### src/rtl/pms_consts.vh
`ifndef PMS_CONSTS_VH
`define PMS_CONSTS_VH

// clock and step timing
`define PMS_CLK_HZ 40000000
`define PMS_TICK_HZ 10000
`define PMS_TICK_CYC (`PMS_CLK_HZ / `PMS_TICK_HZ)
`define PMS_MS_TICKS (`PMS_TICK_HZ / 1000)

// volume unit is 1/256 microliter, one motor step each
`define PMS_CHAMBER_VOL 32'h00006400
`define PMS_VOL_MIN (`PMS_CHAMBER_VOL / 10000)
`define PMS_PRIME_MAX (`PMS_CHAMBER_VOL * 1000)

// register byte offsets
`define PMS_OFF_CTRL 8'h00
`define PMS_OFF_STATUS 8'h04
`define PMS_OFF_DISP_VOL 8'h08
`define PMS_OFF_PRIME_LOAD_RATE 8'h34
`define PMS_OFF_POS 8'h38
`define PMS_OFF_DISPENSED 8'h3c
`define PMS_OFF_PRIMED 8'h40

// parameter slots, index is offset / 4
`define PMS_IX_DISP_VOL 2
`define PMS_IX_DISP_RATE 3
`define PMS_IX_LOAD_RATE 4
`define PMS_IX_THRESH 5
`define PMS_IX_DB_VOL 6
`define PMS_IX_DB_RATE 7
`define PMS_IX_DB_DWELL 8
`define PMS_IX_ACCEL 9
`define PMS_IX_TORQUE 10
`define PMS_IX_PRIME_VOL 11
`define PMS_IX_PRIME_RATE 12
`define PMS_IX_PRIME_LOAD 13

// control register fields
`define PMS_CTRL_REV 2
`define PMS_CTRL_DB_EN 3
`define PMS_CTRL_START 8
`define PMS_CTRL_STOP 9
`define PMS_MODE_DISP 2'h0
`define PMS_MODE_VAR 2'h1
`define PMS_MODE_METER 2'h2
`define PMS_MODE_PRIME 2'h3

// reset values
`define PMS_RST_CTRL 32'h00000000
`define PMS_RST_VOL 32'h00000a00
`define PMS_RST_RATE 32'h00000a00
`define PMS_RST_LOAD_RATE 32'h00001400
`define PMS_RST_DB_VOL 32'h00000080
`define PMS_RST_DWELL 32'h0000000a
`define PMS_RST_ACCEL 32'h00000040
`define PMS_RST_TORQUE 32'h00000080
`endif

### src/rtl/pms_tick.v
`timescale 1ns/1ps
`default_nettype none
`include "pms_consts.vh"

module pms_tick (
    // clock and reset
    input wire i_clk,
    input wire i_nrst,
    // enable pulses
    output reg o_tick,
    output reg o_ms
);
    localparam integer TICK_CYC = `PMS_TICK_CYC;
    localparam integer MS_TICKS = `PMS_MS_TICKS;
    localparam [11:0] TICK_LAST = TICK_CYC[11:0] - 12'h001;
    localparam [3:0] MS_LAST = MS_TICKS[3:0] - 4'h1;
    reg [11:0] cyc_reg;
    reg [3:0] sub_reg;

    // step tick and millisecond tick dividers
    always @(posedge i_clk or negedge i_nrst) begin
        if (!i_nrst) begin
            cyc_reg <= 12'h000;
            sub_reg <= 4'h0;
            o_tick <= 1'b0;
            o_ms <= 1'b0;
        end else begin
            o_tick <= (cyc_reg == TICK_LAST);
            o_ms <= (cyc_reg == TICK_LAST) && (sub_reg == MS_LAST);
            if (cyc_reg == TICK_LAST) begin
                cyc_reg <= 12'h000;
                sub_reg <= (sub_reg == MS_LAST) ? 4'h0 : sub_reg + 4'h1;
            end else begin
                cyc_reg <= cyc_reg + 12'h001;
            end
        end
    end
endmodule
`default_nettype wire

### src/rtl/pms_ramp.v
`timescale 1ns/1ps
`default_nettype none
`include "pms_consts.vh"

module pms_ramp (
    // clock and reset
    input wire i_clk,
    input wire i_nrst,
    input wire i_tick,
    // move command
    input wire i_go,
    input wire i_halt,
    input wire [31:0] i_dist,
    input wire [31:0] i_rate,
    input wire [31:0] i_accel,
    // progress
    output reg o_step,
    output reg o_busy,
    output reg o_done
);
    localparam [31:0] TICK_HZ = `PMS_TICK_HZ;
    reg [31:0] left_reg, vel_reg, phase_reg, up_reg;
    reg decel_reg;
    reg [31:0] acc, target, vel_next, phase_sum;
    reg braking;

    // velocity profile, one step at most per tick
    always @* begin
        acc = (i_accel == 32'h0) ? 32'h1 : i_accel;
        target = (i_rate > TICK_HZ) ? TICK_HZ : i_rate;
        braking = decel_reg || (left_reg <= up_reg);
        if (braking) begin
            vel_next = (vel_reg > acc) ? vel_reg - acc : (decel_reg ? 32'h0 : acc);
        end else begin
            vel_next = (vel_reg + acc < target) ? vel_reg + acc : target;
        end
        phase_sum = phase_reg + vel_next;
    end

    // symmetric ramp: braking starts when left steps drop to or below climbing steps
    always @(posedge i_clk or negedge i_nrst) begin
        if (!i_nrst) begin
            left_reg <= 32'h0;
            vel_reg <= 32'h0;
            phase_reg <= 32'h0;
            up_reg <= 32'h0;
            decel_reg <= 1'b0;
            o_step <= 1'b0;
            o_busy <= 1'b0;
            o_done <= 1'b0;
        end else begin
            o_step <= 1'b0;
            o_done <= 1'b0;
            if (i_go) begin
                o_done <= (i_dist == 32'h0);
                o_busy <= (i_dist != 32'h0);
                left_reg <= i_dist;
                vel_reg <= 32'h0;
                phase_reg <= 32'h0;
                up_reg <= 32'h0;
                decel_reg <= 1'b0;
            end else if (o_busy) begin
                if (i_halt) begin
                    decel_reg <= 1'b1; // stop brakes on the same slope
                end
                if (i_tick) begin
                    vel_reg <= vel_next;
                    if (phase_sum >= TICK_HZ) begin
                        phase_reg <= phase_sum - TICK_HZ;
                        o_step <= 1'b1;
                        left_reg <= left_reg - 32'h1;
                        if (!braking && vel_reg < target) begin
                            up_reg <= up_reg + 32'h1;
                        end
                        if (left_reg == 32'h1) begin
                            o_busy <= 1'b0;
                            o_done <= 1'b1;
                        end
                    end else begin
                        phase_reg <= phase_sum;
                        if (decel_reg && vel_next == 32'h0) begin
                            o_busy <= 1'b0;
                            o_done <= 1'b1;
                        end
                    end
                end
            end
        end
    end
endmodule
`default_nettype wire

### src/rtl/pms_sequencer.v
`timescale 1ns/1ps
`default_nettype none
`include "pms_consts.vh"

module pms_sequencer (
    // clock and reset
    input wire I_CLK_SYS,
    input wire I_NRST,
    // wishbone slave
    input wire I_WB_CYC,
    input wire I_WB_STB,
    input wire I_WB_WE,
    input wire [7:0] I_WB_ADR,
    input wire [3:0] I_WB_SEL,
    input wire [31:0] I_WB_DAT,
    output reg [31:0] O_WB_DAT,
    output reg O_WB_ACK,
    // operator and logic inputs
    input wire I_BTN_START,
    input wire I_BTN_STOP,
    input wire I_LIO_START,
    input wire I_LIO_STOP,
    input wire I_CONTACT_TRIGGER_INPUT,
    // actuator drive
    output reg O_STEP,
    output reg O_PISTON_FWD,
    output reg O_FLOW_REV,
    output reg [7:0] O_ILIM,
    // status
    output reg O_BUSY,
    output reg O_RELOAD
);
    // ****************************************
    // states
    // ****************************************
    localparam [4:0] ST_IDLE = 5'h01;
    localparam [4:0] ST_LOAD = 5'h02;
    localparam [4:0] ST_MOVE = 5'h04;
    localparam [4:0] ST_DRAW = 5'h08;
    localparam [4:0] ST_DWELL = 5'h10;
    localparam [31:0] CHAMBER = `PMS_CHAMBER_VOL;
    localparam [31:0] VOL_MIN = `PMS_VOL_MIN;
    localparam [31:0] PRIME_MAX = `PMS_PRIME_MAX;

    reg [31:0] cfg_reg [2:13];
    reg [31:0] ctrl_reg;
    reg [4:0] state_reg;
    reg [31:0] pos_reg, acc_reg, primed_reg, prime_left_reg, dwell_reg;
    reg [31:0] dist_reg, rate_reg;
    reg go_reg, halt_reg, fwd_reg, pend_reg, stopped_reg;
    reg btn_start_reg, btn_stop_reg, lio_start_reg, lio_stop_reg, trig_reg;
    wire tick, ms_tick, step, ramp_busy, ramp_done;
    integer i;

    // ****************************************
    // register bus
    // ****************************************
    wire wb_req = I_WB_CYC && I_WB_STB && !O_WB_ACK;
    wire wb_wr = wb_req && I_WB_WE;
    wire [5:0] wb_ix = I_WB_ADR[7:2];
    wire ctrl_wr = wb_wr && (I_WB_ADR == `PMS_OFF_CTRL);
    wire sw_start = ctrl_wr && I_WB_SEL[1] && I_WB_DAT[`PMS_CTRL_START];
    wire sw_stop = ctrl_wr && I_WB_SEL[1] && I_WB_DAT[`PMS_CTRL_STOP];

    // reset contents of the parameter slots
    function [31:0] rst_val;
        input integer ix;
        begin
            case (ix)
                `PMS_IX_DISP_VOL: rst_val = `PMS_RST_VOL;
                `PMS_IX_LOAD_RATE: rst_val = `PMS_RST_LOAD_RATE;
                `PMS_IX_THRESH: rst_val = `PMS_CHAMBER_VOL;
                `PMS_IX_DB_VOL: rst_val = `PMS_RST_DB_VOL;
                `PMS_IX_DB_DWELL: rst_val = `PMS_RST_DWELL;
                `PMS_IX_ACCEL: rst_val = `PMS_RST_ACCEL;
                `PMS_IX_TORQUE: rst_val = `PMS_RST_TORQUE;
                `PMS_IX_PRIME_VOL: rst_val = `PMS_CHAMBER_VOL;
                `PMS_IX_PRIME_LOAD: rst_val = `PMS_RST_LOAD_RATE;
                default: rst_val = `PMS_RST_RATE;
            endcase
        end
    endfunction

    // one-cycle ack, writes honour byte lanes, unmapped reads give zero
    always @(posedge I_CLK_SYS or negedge I_NRST) begin
        if (!I_NRST) begin
            O_WB_ACK <= 1'b0;
            O_WB_DAT <= 32'h0;
            ctrl_reg <= `PMS_RST_CTRL;
            for (i = 2; i <= 13; i = i + 1) begin
                cfg_reg[i] <= rst_val(i);
            end
        end else begin
            O_WB_ACK <= wb_req;
            if (ctrl_wr) begin
                for (i = 0; i < 4; i = i + 1) begin
                    if (I_WB_SEL[i]) begin
                        ctrl_reg[i*8 +: 8] <= I_WB_DAT[i*8 +: 8];
                    end
                end
                ctrl_reg[`PMS_CTRL_STOP:`PMS_CTRL_START] <= 2'h0; // pulse bits
            end else if (wb_wr && I_WB_ADR >= `PMS_OFF_DISP_VOL &&
                         I_WB_ADR <= `PMS_OFF_PRIME_LOAD_RATE && I_WB_ADR[1:0] == 2'h0) begin
                for (i = 0; i < 4; i = i + 1) begin
                    if (I_WB_SEL[i]) begin
                        cfg_reg[wb_ix][i*8 +: 8] <= I_WB_DAT[i*8 +: 8];
                    end
                end
            end
            if (wb_req && !I_WB_WE) begin
                if (I_WB_ADR == `PMS_OFF_CTRL) begin
                    O_WB_DAT <= ctrl_reg;
                end else if (I_WB_ADR == `PMS_OFF_STATUS) begin
                    O_WB_DAT <= {24'h0, O_RELOAD, O_BUSY, 1'b0, state_reg};
                end else if (I_WB_ADR >= `PMS_OFF_DISP_VOL &&
                             I_WB_ADR <= `PMS_OFF_PRIME_LOAD_RATE && I_WB_ADR[1:0] == 2'h0) begin
                    O_WB_DAT <= cfg_reg[wb_ix];
                end else if (I_WB_ADR == `PMS_OFF_POS) begin
                    O_WB_DAT <= pos_reg;
                end else if (I_WB_ADR == `PMS_OFF_DISPENSED) begin
                    O_WB_DAT <= acc_reg;
                end else if (I_WB_ADR == `PMS_OFF_PRIMED) begin
                    O_WB_DAT <= primed_reg;
                end else begin
                    O_WB_DAT <= 32'h0;
                end
            end
        end
    end

    // ****************************************
    // settings seen by the sequencer
    // ****************************************
    wire [1:0] mode = ctrl_reg[1:0];
    wire is_prime = (mode == `PMS_MODE_PRIME);
    wire is_meter = (mode == `PMS_MODE_METER);
    wire db_en = ctrl_reg[`PMS_CTRL_DB_EN] && !is_prime;
    wire [31:0] db_vol = db_en ? cfg_reg[`PMS_IX_DB_VOL] : 32'h0;
    wire [31:0] thresh = cfg_reg[`PMS_IX_THRESH];
    wire [31:0] pvol = cfg_reg[`PMS_IX_PRIME_VOL];
    wire [31:0] dvol = cfg_reg[`PMS_IX_DISP_VOL];
    // out-of-range volumes are pulled to the nearest legal value
    wire [31:0] disp_vol = (dvol < VOL_MIN) ? VOL_MIN :
        (dvol > CHAMBER) ? CHAMBER : dvol;
    wire [31:0] prime_vol = (pvol < VOL_MIN) ? VOL_MIN :
        (pvol > PRIME_MAX) ? PRIME_MAX : pvol;
    wire [31:0] prime_src = (state_reg == ST_IDLE) ? prime_vol : prime_left_reg;
    wire [31:0] prime_chunk = (prime_src < pos_reg) ? prime_src : pos_reg;
    wire [31:0] meter_dist = (pos_reg > db_vol) ? pos_reg - db_vol : 32'h0;
    wire [31:0] db_room = CHAMBER - pos_reg;
    wire [31:0] db_dist = (db_vol < db_room) ? db_vol : db_room;

    // reload decision from the position counter and accumulator
    wire thresh_hit = (acc_reg >= thresh);
    wire need_reload = is_prime ? (pos_reg == 32'h0) :
        is_meter ? (thresh_hit || meter_dist == 32'h0) :
        (pos_reg < disp_vol || thresh_hit);
    wire [31:0] move_dist = is_prime ? prime_chunk : is_meter ? meter_dist : disp_vol;
    wire [31:0] move_rate = is_prime ? cfg_reg[`PMS_IX_PRIME_RATE] :
        cfg_reg[`PMS_IX_DISP_RATE];
    wire [31:0] load_rate = is_prime ? cfg_reg[`PMS_IX_PRIME_LOAD] :
        cfg_reg[`PMS_IX_LOAD_RATE];

    // ****************************************
    // start and stop sources
    // ****************************************
    // pins are synchronous; only rising edges count
    wire trig_start = I_CONTACT_TRIGGER_INPUT && !trig_reg && !is_prime;
    wire start_any = sw_start || (I_BTN_START && !btn_start_reg) ||
        (I_LIO_START && !lio_start_reg) || trig_start;
    wire stop_any = sw_stop || (I_BTN_STOP && !btn_stop_reg) ||
        (I_LIO_STOP && !lio_stop_reg);

    always @(posedge I_CLK_SYS or negedge I_NRST) begin
        if (!I_NRST) begin
            btn_start_reg <= 1'b0;
            btn_stop_reg <= 1'b0;
            lio_start_reg <= 1'b0;
            lio_stop_reg <= 1'b0;
            trig_reg <= 1'b0;
        end else begin
            btn_start_reg <= I_BTN_START;
            btn_stop_reg <= I_BTN_STOP;
            lio_start_reg <= I_LIO_START;
            lio_stop_reg <= I_LIO_STOP;
            trig_reg <= I_CONTACT_TRIGGER_INPUT;
        end
    end

    // ****************************************
    // motion engine
    // ****************************************
    pms_tick u_tick (
        .i_clk(I_CLK_SYS),
        .i_nrst(I_NRST),
        .o_tick(tick),
        .o_ms(ms_tick)
    );

    pms_ramp u_ramp (
        .i_clk(I_CLK_SYS),
        .i_nrst(I_NRST),
        .i_tick(tick),
        .i_go(go_reg),
        .i_halt(halt_reg),
        .i_dist(dist_reg),
        .i_rate(rate_reg),
        .i_accel(cfg_reg[`PMS_IX_ACCEL]),
        .o_step(step),
        .o_busy(ramp_busy),
        .o_done(ramp_done)
    );

    // ****************************************
    // sequencer
    // ****************************************
    // one move at a time: every change into LOAD, MOVE or DRAW launches the ramp with a go pulse
    always @(posedge I_CLK_SYS or negedge I_NRST) begin
        if (!I_NRST) begin
            state_reg <= ST_IDLE;
            pos_reg <= `PMS_CHAMBER_VOL;
            acc_reg <= 32'h0;
            primed_reg <= 32'h0;
            prime_left_reg <= 32'h0;
            dwell_reg <= 32'h0;
            dist_reg <= 32'h0;
            rate_reg <= 32'h0;
            go_reg <= 1'b0;
            halt_reg <= 1'b0;
            fwd_reg <= 1'b1;
            pend_reg <= 1'b0;
            stopped_reg <= 1'b0;
        end else begin
            go_reg <= 1'b0;
            halt_reg <= 1'b0;
            // position counter: forward empties the chamber
            if (step && fwd_reg) begin
                pos_reg <= pos_reg - 32'h1;
                acc_reg <= acc_reg + 32'h1;
                if (is_prime) begin
                    primed_reg <= primed_reg + 32'h1;
                    prime_left_reg <= prime_left_reg - 32'h1;
                end
            end else if (step) begin
                pos_reg <= pos_reg + 32'h1;
            end
            case (state_reg)
                ST_IDLE: begin
                    if (start_any) begin
                        stopped_reg <= 1'b0;
                        go_reg <= 1'b1;
                        if (is_prime) begin
                            prime_left_reg <= prime_vol;
                            primed_reg <= 32'h0;
                        end
                        if (need_reload) begin
                            // refill first, then run the requested move
                            pend_reg <= 1'b1;
                            state_reg <= ST_LOAD;
                            dist_reg <= CHAMBER - pos_reg;
                            rate_reg <= load_rate;
                            fwd_reg <= 1'b0;
                        end else begin
                            state_reg <= ST_MOVE;
                            dist_reg <= move_dist;
                            rate_reg <= move_rate;
                            fwd_reg <= 1'b1;
                        end
                    end
                end
                ST_LOAD: begin
                    if (stop_any) begin
                        stopped_reg <= 1'b1; // the fill itself completes
                    end
                    if (ramp_done) begin
                        acc_reg <= 32'h0;
                        pend_reg <= 1'b0;
                        if (pend_reg && !stopped_reg && !stop_any) begin
                            go_reg <= 1'b1;
                            state_reg <= ST_MOVE;
                            dist_reg <= is_prime ? ((prime_left_reg < CHAMBER) ?
                                prime_left_reg : CHAMBER) : move_dist;
                            rate_reg <= move_rate;
                            fwd_reg <= 1'b1;
                        end else begin
                            state_reg <= ST_IDLE;
                        end
                    end
                end
                ST_MOVE: begin
                    if (stop_any && ramp_busy) begin
                        halt_reg <= 1'b1;
                        stopped_reg <= 1'b1;
                    end
                    if (ramp_done) begin
                        // the last step lands with done, so counters still lag by it
                        if (is_prime && !stopped_reg && prime_left_reg > {31'h0, step}) begin
                            // chamber spent mid prime: refill and carry on
                            go_reg <= 1'b1;
                            pend_reg <= 1'b1;
                            state_reg <= ST_LOAD;
                            dist_reg <= CHAMBER - pos_reg + {31'h0, step};
                            rate_reg <= load_rate;
                            fwd_reg <= 1'b0;
                        end else if (db_en && db_dist != 32'h0) begin
                            go_reg <= 1'b1;
                            state_reg <= ST_DRAW;
                            dist_reg <= db_dist;
                            rate_reg <= cfg_reg[`PMS_IX_DB_RATE];
                            fwd_reg <= 1'b0;
                        end else begin
                            state_reg <= ST_DWELL;
                            dwell_reg <= 32'h0;
                        end
                    end
                end
                ST_DRAW: begin
                    if (ramp_done) begin
                        state_reg <= ST_DWELL;
                        dwell_reg <= 32'h0;
                    end
                end
                ST_DWELL: begin
                    // starts are ignored until the dwell has run out
                    if (dwell_reg >= cfg_reg[`PMS_IX_DB_DWELL]) begin
                        state_reg <= ST_IDLE;
                    end else if (ms_tick) begin
                        dwell_reg <= dwell_reg + 32'h1;
                    end
                end
                default: begin
                    state_reg <= ST_IDLE;
                end
            endcase
        end
    end

    // ****************************************
    // pin outputs
    // ****************************************
    // all registered; step pulses in the same cycle as the counter moves
    always @(posedge I_CLK_SYS or negedge I_NRST) begin
        if (!I_NRST) begin
            O_STEP <= 1'b0;
            O_PISTON_FWD <= 1'b1;
            O_FLOW_REV <= 1'b0;
            O_ILIM <= 8'h00;
            O_BUSY <= 1'b0;
            O_RELOAD <= 1'b0;
        end else begin
            O_STEP <= step;
            O_PISTON_FWD <= fwd_reg;
            O_FLOW_REV <= ctrl_reg[`PMS_CTRL_REV];
            // keep current on through the final step, which comes with done
            O_ILIM <= (ramp_busy || step) ? cfg_reg[`PMS_IX_TORQUE][7:0] : 8'h00;
            O_BUSY <= (state_reg != ST_IDLE);
            O_RELOAD <= need_reload;
        end
    end
endmodule
`default_nettype wire

### config.mk
export PLATFORM = sky130hd
export DESIGN_NAME = pms_sequencer
export DESIGN_NICKNAME = d
export VERILOG_FILES = /design/src/rtl/pms_tick.v /design/src/rtl/pms_ramp.v /design/src/rtl/pms_sequencer.v
export VERILOG_INCLUDE_DIRS = /design/src /design/src/rtl
export SDC_FILE = /design/constraint.sdc
export NUM_CORES = 2
export LEC_CHECK = 0
export BUFFER_PORTS_ARGS = -buffer_cell sky130_fd_sc_hd__buf_2
export CAP_MARGIN = 30
export CORE_ASPECT_RATIO = 0.75
export CORE_MARGIN = 5
export CORE_UTILIZATION = 40
export DETAILED_ROUTE_END_ITERATION = 7
export HOLD_SLACK_MARGIN = 0.15
export PLACE_DENSITY = 0.65
export SYNTH_ARGS = -nofsm -noshare
export SYNTH_HDL_FRONTEND = slang
export SYNTH_SLANG_ARGS = --single-unit
### constraint.sdc
create_clock -name I_CLK_SYS -period 11.5 [get_ports I_CLK_SYS]
set_input_delay 1.15 -clock I_CLK_SYS [delete_from_list [all_inputs] [get_ports I_CLK_SYS]]
set_output_delay 1.15 -clock I_CLK_SYS [all_outputs]
set_load 0.005 [all_outputs]
==> reports/metrics.cfg <==
[grt]
antenna_found_initial=26
grtUsageTotal_pct=28.9
gr-usage-met3_pct=9.78
grt_pass1_vias=52500
globalRoute.busiestLayer=met1
grt_max_degree=169
globalRouteMet1Util_pct=42.2
grt_first_pass_wirelength_um=357000
use_met2_pct=39.9
grt-ovfl-total=0

[floorplanning]
start_util_pct=40.3
io_pins=100
die_h_um=349
fp.dieW_um=463
dieArea_mm2=0.162
rows=124
coreArea_mm2=0.153

[place]
dp_slack_ns=0.496
finalWeightedCongestion=1.01
dpl_cell_area_mm2=0.0642
io_buffers=99
place_inst=8592
dp_hpwl_um=184000

[final_layout]
multi_input_area_mm2=0.0377
design_area_mm2=0.0675
regArea_mm2=0.0213
layout-drive-gt1-share_pct=15.2
finish.utilization_pct=44.3
finalNonFillerCells=8775
largest_reg_flops=288
layout.nets=7156
areaGrowthSynthToFinish_pct=9.88
fillers=14600

[synthesis]
synthCells=6699
synth_seq_cells=849
yosys_warnings=0
synth_top_family_by_area=compound AO/OA/AOI/OAI gates
syn_avg_cell_area_um2=9.17
ys.flop_type=dfrtp_1
synth.area.mux_share_pct=14.0
synth-xor-area-share_pct=3.73
yosysSeqAreaShare_pct=34.6
synth_largest_area_cell=dfrtp_1
yosysMostFrequentCell=dfrtp_1
synth_compound_area_share_pct=18.9
ys_types=108
synth_commonest_cells=dfrtp_1 (820), nand2_1 (627), nor2_1 (481)
synth_edf_count=0
synth_area_mm2=0.0615
synthAdderAreaFrac_pct=8.77
ys_top_cells_by_area=dfrtp_1 (33%), ha_1 (8.6%), mux2_2 (8.2%)
synth_top_area_share_pct=33.4
async_reset_ff_share_pct=100
synth_simple_gate_area_share_pct=15.4

[drt]
routed_wl_um=243000
dr.pass1.iters=8
drc=0
drtIter0Drc=8062
vias=56300
wl_per_cell_um=27.7
viasPerCell=6.41
ant_nets=0

[status]
status=completed

[power_and_ir_drop]
p_total_mw=9.72
ir_drop_mv=0.138
power_density_mw_per_mm2=144
p_leak_nw=30.9

[setup_path]
worst_path_most_repeated_cell=a21oi_1
critical_path_class=reg2reg
max_stage_delay_ns=0.54
arrival_ns=11.46
endpoint_kind=register
cp_max_fo=26
worst_path_max_delay_cell=and4bb_4
required_ns=12.10
start_kind=register

[timing]
slew_violations=0
setup_violations=0
clock.fmax_mhz=92.1
holdWs_ns=0.351
finClkSkew_ns=0.0702
maxSlewHeadroom_pct=28.5
period_share_pct=94.4
period_needed_ns=10.86
hold_viol_final=0
worst_pin_slew_ns=1.07
finalSetupTns_ns=0
layout_setup_ws_ns=0.639
rsz0062_at_grt=no

[clock_tree]
clk_pin_slew_ns=0.07
cts_sinks=849
cts_buffers=93
tritoncts=yes
clock-root-buffer=clkbuf_16
clock_latency_ns=0.77
htreeDepth=3
cts_max_path_buffers=3
cts-hold-fix-buffers=0

[flow_run]
maxCapViolCount=0

[min_path]
hold_path.class=in2async

-- logic make-up (layout without fill, tap and decap cells) --
family	Yosys count	count (layout)
other	1	63
multiplexers	723	723
AO/OA/AOI/OAI	1742	1742
AND/OR/NAND/NOR	1966	1966
buffers and inverters	728	726
flip-flops	849	849
XOR/XNOR	262	262
adder cells (fa/ha/maj)	428	428
-- cell type report --
cell class	instances	share of cell area [%]
antenna	10	0.0371
clock buffer	123	3.79
clock inverter	47	0.984
inverter	341	1.90
multi-input combinational	5174	55.9
sequential	849	31.5
tap	2016	3.74
timing repair buffer	215	2.17
-- cell usage in the layout, fill, tap and decap left out, drive strengths merged, types with 51 or more instances in the layout --
| cell type | instances |
|---|---|
| dfrtp | 820 |
| nand2 | 629 |
| nor2 | 482 |
| mux2 | 449 |
| o21ai | 426 |
| ha | 423 |
| a21oi | 408 |
| inv | 341 |
| buf | 214 |
| mux2i | 210 |
| xnor2 | 189 |
| nand3 | 133 |
| a21o | 132 |
| nor3 | 124 |
| clkbuf | 124 |
| nand4 | 115 |
| o221ai | 113 |
| a31oi | 86 |
| nor4 | 81 |
| a211oi | 77 |
| xor2 | 73 |
| and3 | 68 |
| nor2b | 67 |
| mux4 | 64 |
| conb | 53 |
| o21a | 51 |
| o211ai | 51 |
| or3 | 51 |
-- worst max-delay path, delay by kind of cell (launching register included) --
kind                       cells  cell delay, ns
buffers and inverters          1            0.29
AOI/OAI and AO/OA             22            5.30
DFF                            1            0.52
adders and majority gates      4            1.13
muxes                          1            0.23
and+or+nand+nor               11            2.69
xor gates and xnor gates       2            0.50
-- per-layer routing --
| layer | vias to the layer above | part of all wire [%] |
|---|---|---|
| li1 | 24600 | - |
| met1 | 28100 | 44 |
| met2 | 3117 | 40 |
| met3 | 415 | 13 |
| met4 | 4 | 3.7 |
| met5 | - | 0.033 |
-- path summary, 6_finish.rpt --
kind                                    from                   end  slack, ns  cells after the start
max in group asynchronous             I_NRST          dist_reg[23]       8.79                      3
hold / removal                        I_NRST  u_ramp.phase_reg[22]       0.35                      1
hold reg to reg            u_tick.cyc_reg[0]     u_tick.cyc_reg[0]       0.49                      1
setup reg to reg                cfg_reg[154]   u_ramp.left_reg[20]       0.64                     41
min in group I_CLK_SYS     u_tick.cyc_reg[0]     u_tick.cyc_reg[0]       0.49                      1
setup / recovery                cfg_reg[154]   u_ramp.left_reg[20]       0.64                     41
-- where the power goes --
group	switching, mW	internal, mW	total (mW)
clock network	1.42	1.83	3.25
logic	1.97	1.02	2.98
registers	0.294	3.19	3.49
total	3.68	6.04	9.72
-- what timing repair did --
| item | 4_1_cts | 5_1_grt |
|---|---|---|
| resized for setup | 0 | 13 |
| buffers inserted | 0 | 1 |
| endpoints found under the setup margin | 0 | 95 |
No activity file was read; power rests on OpenSTA's default activity.
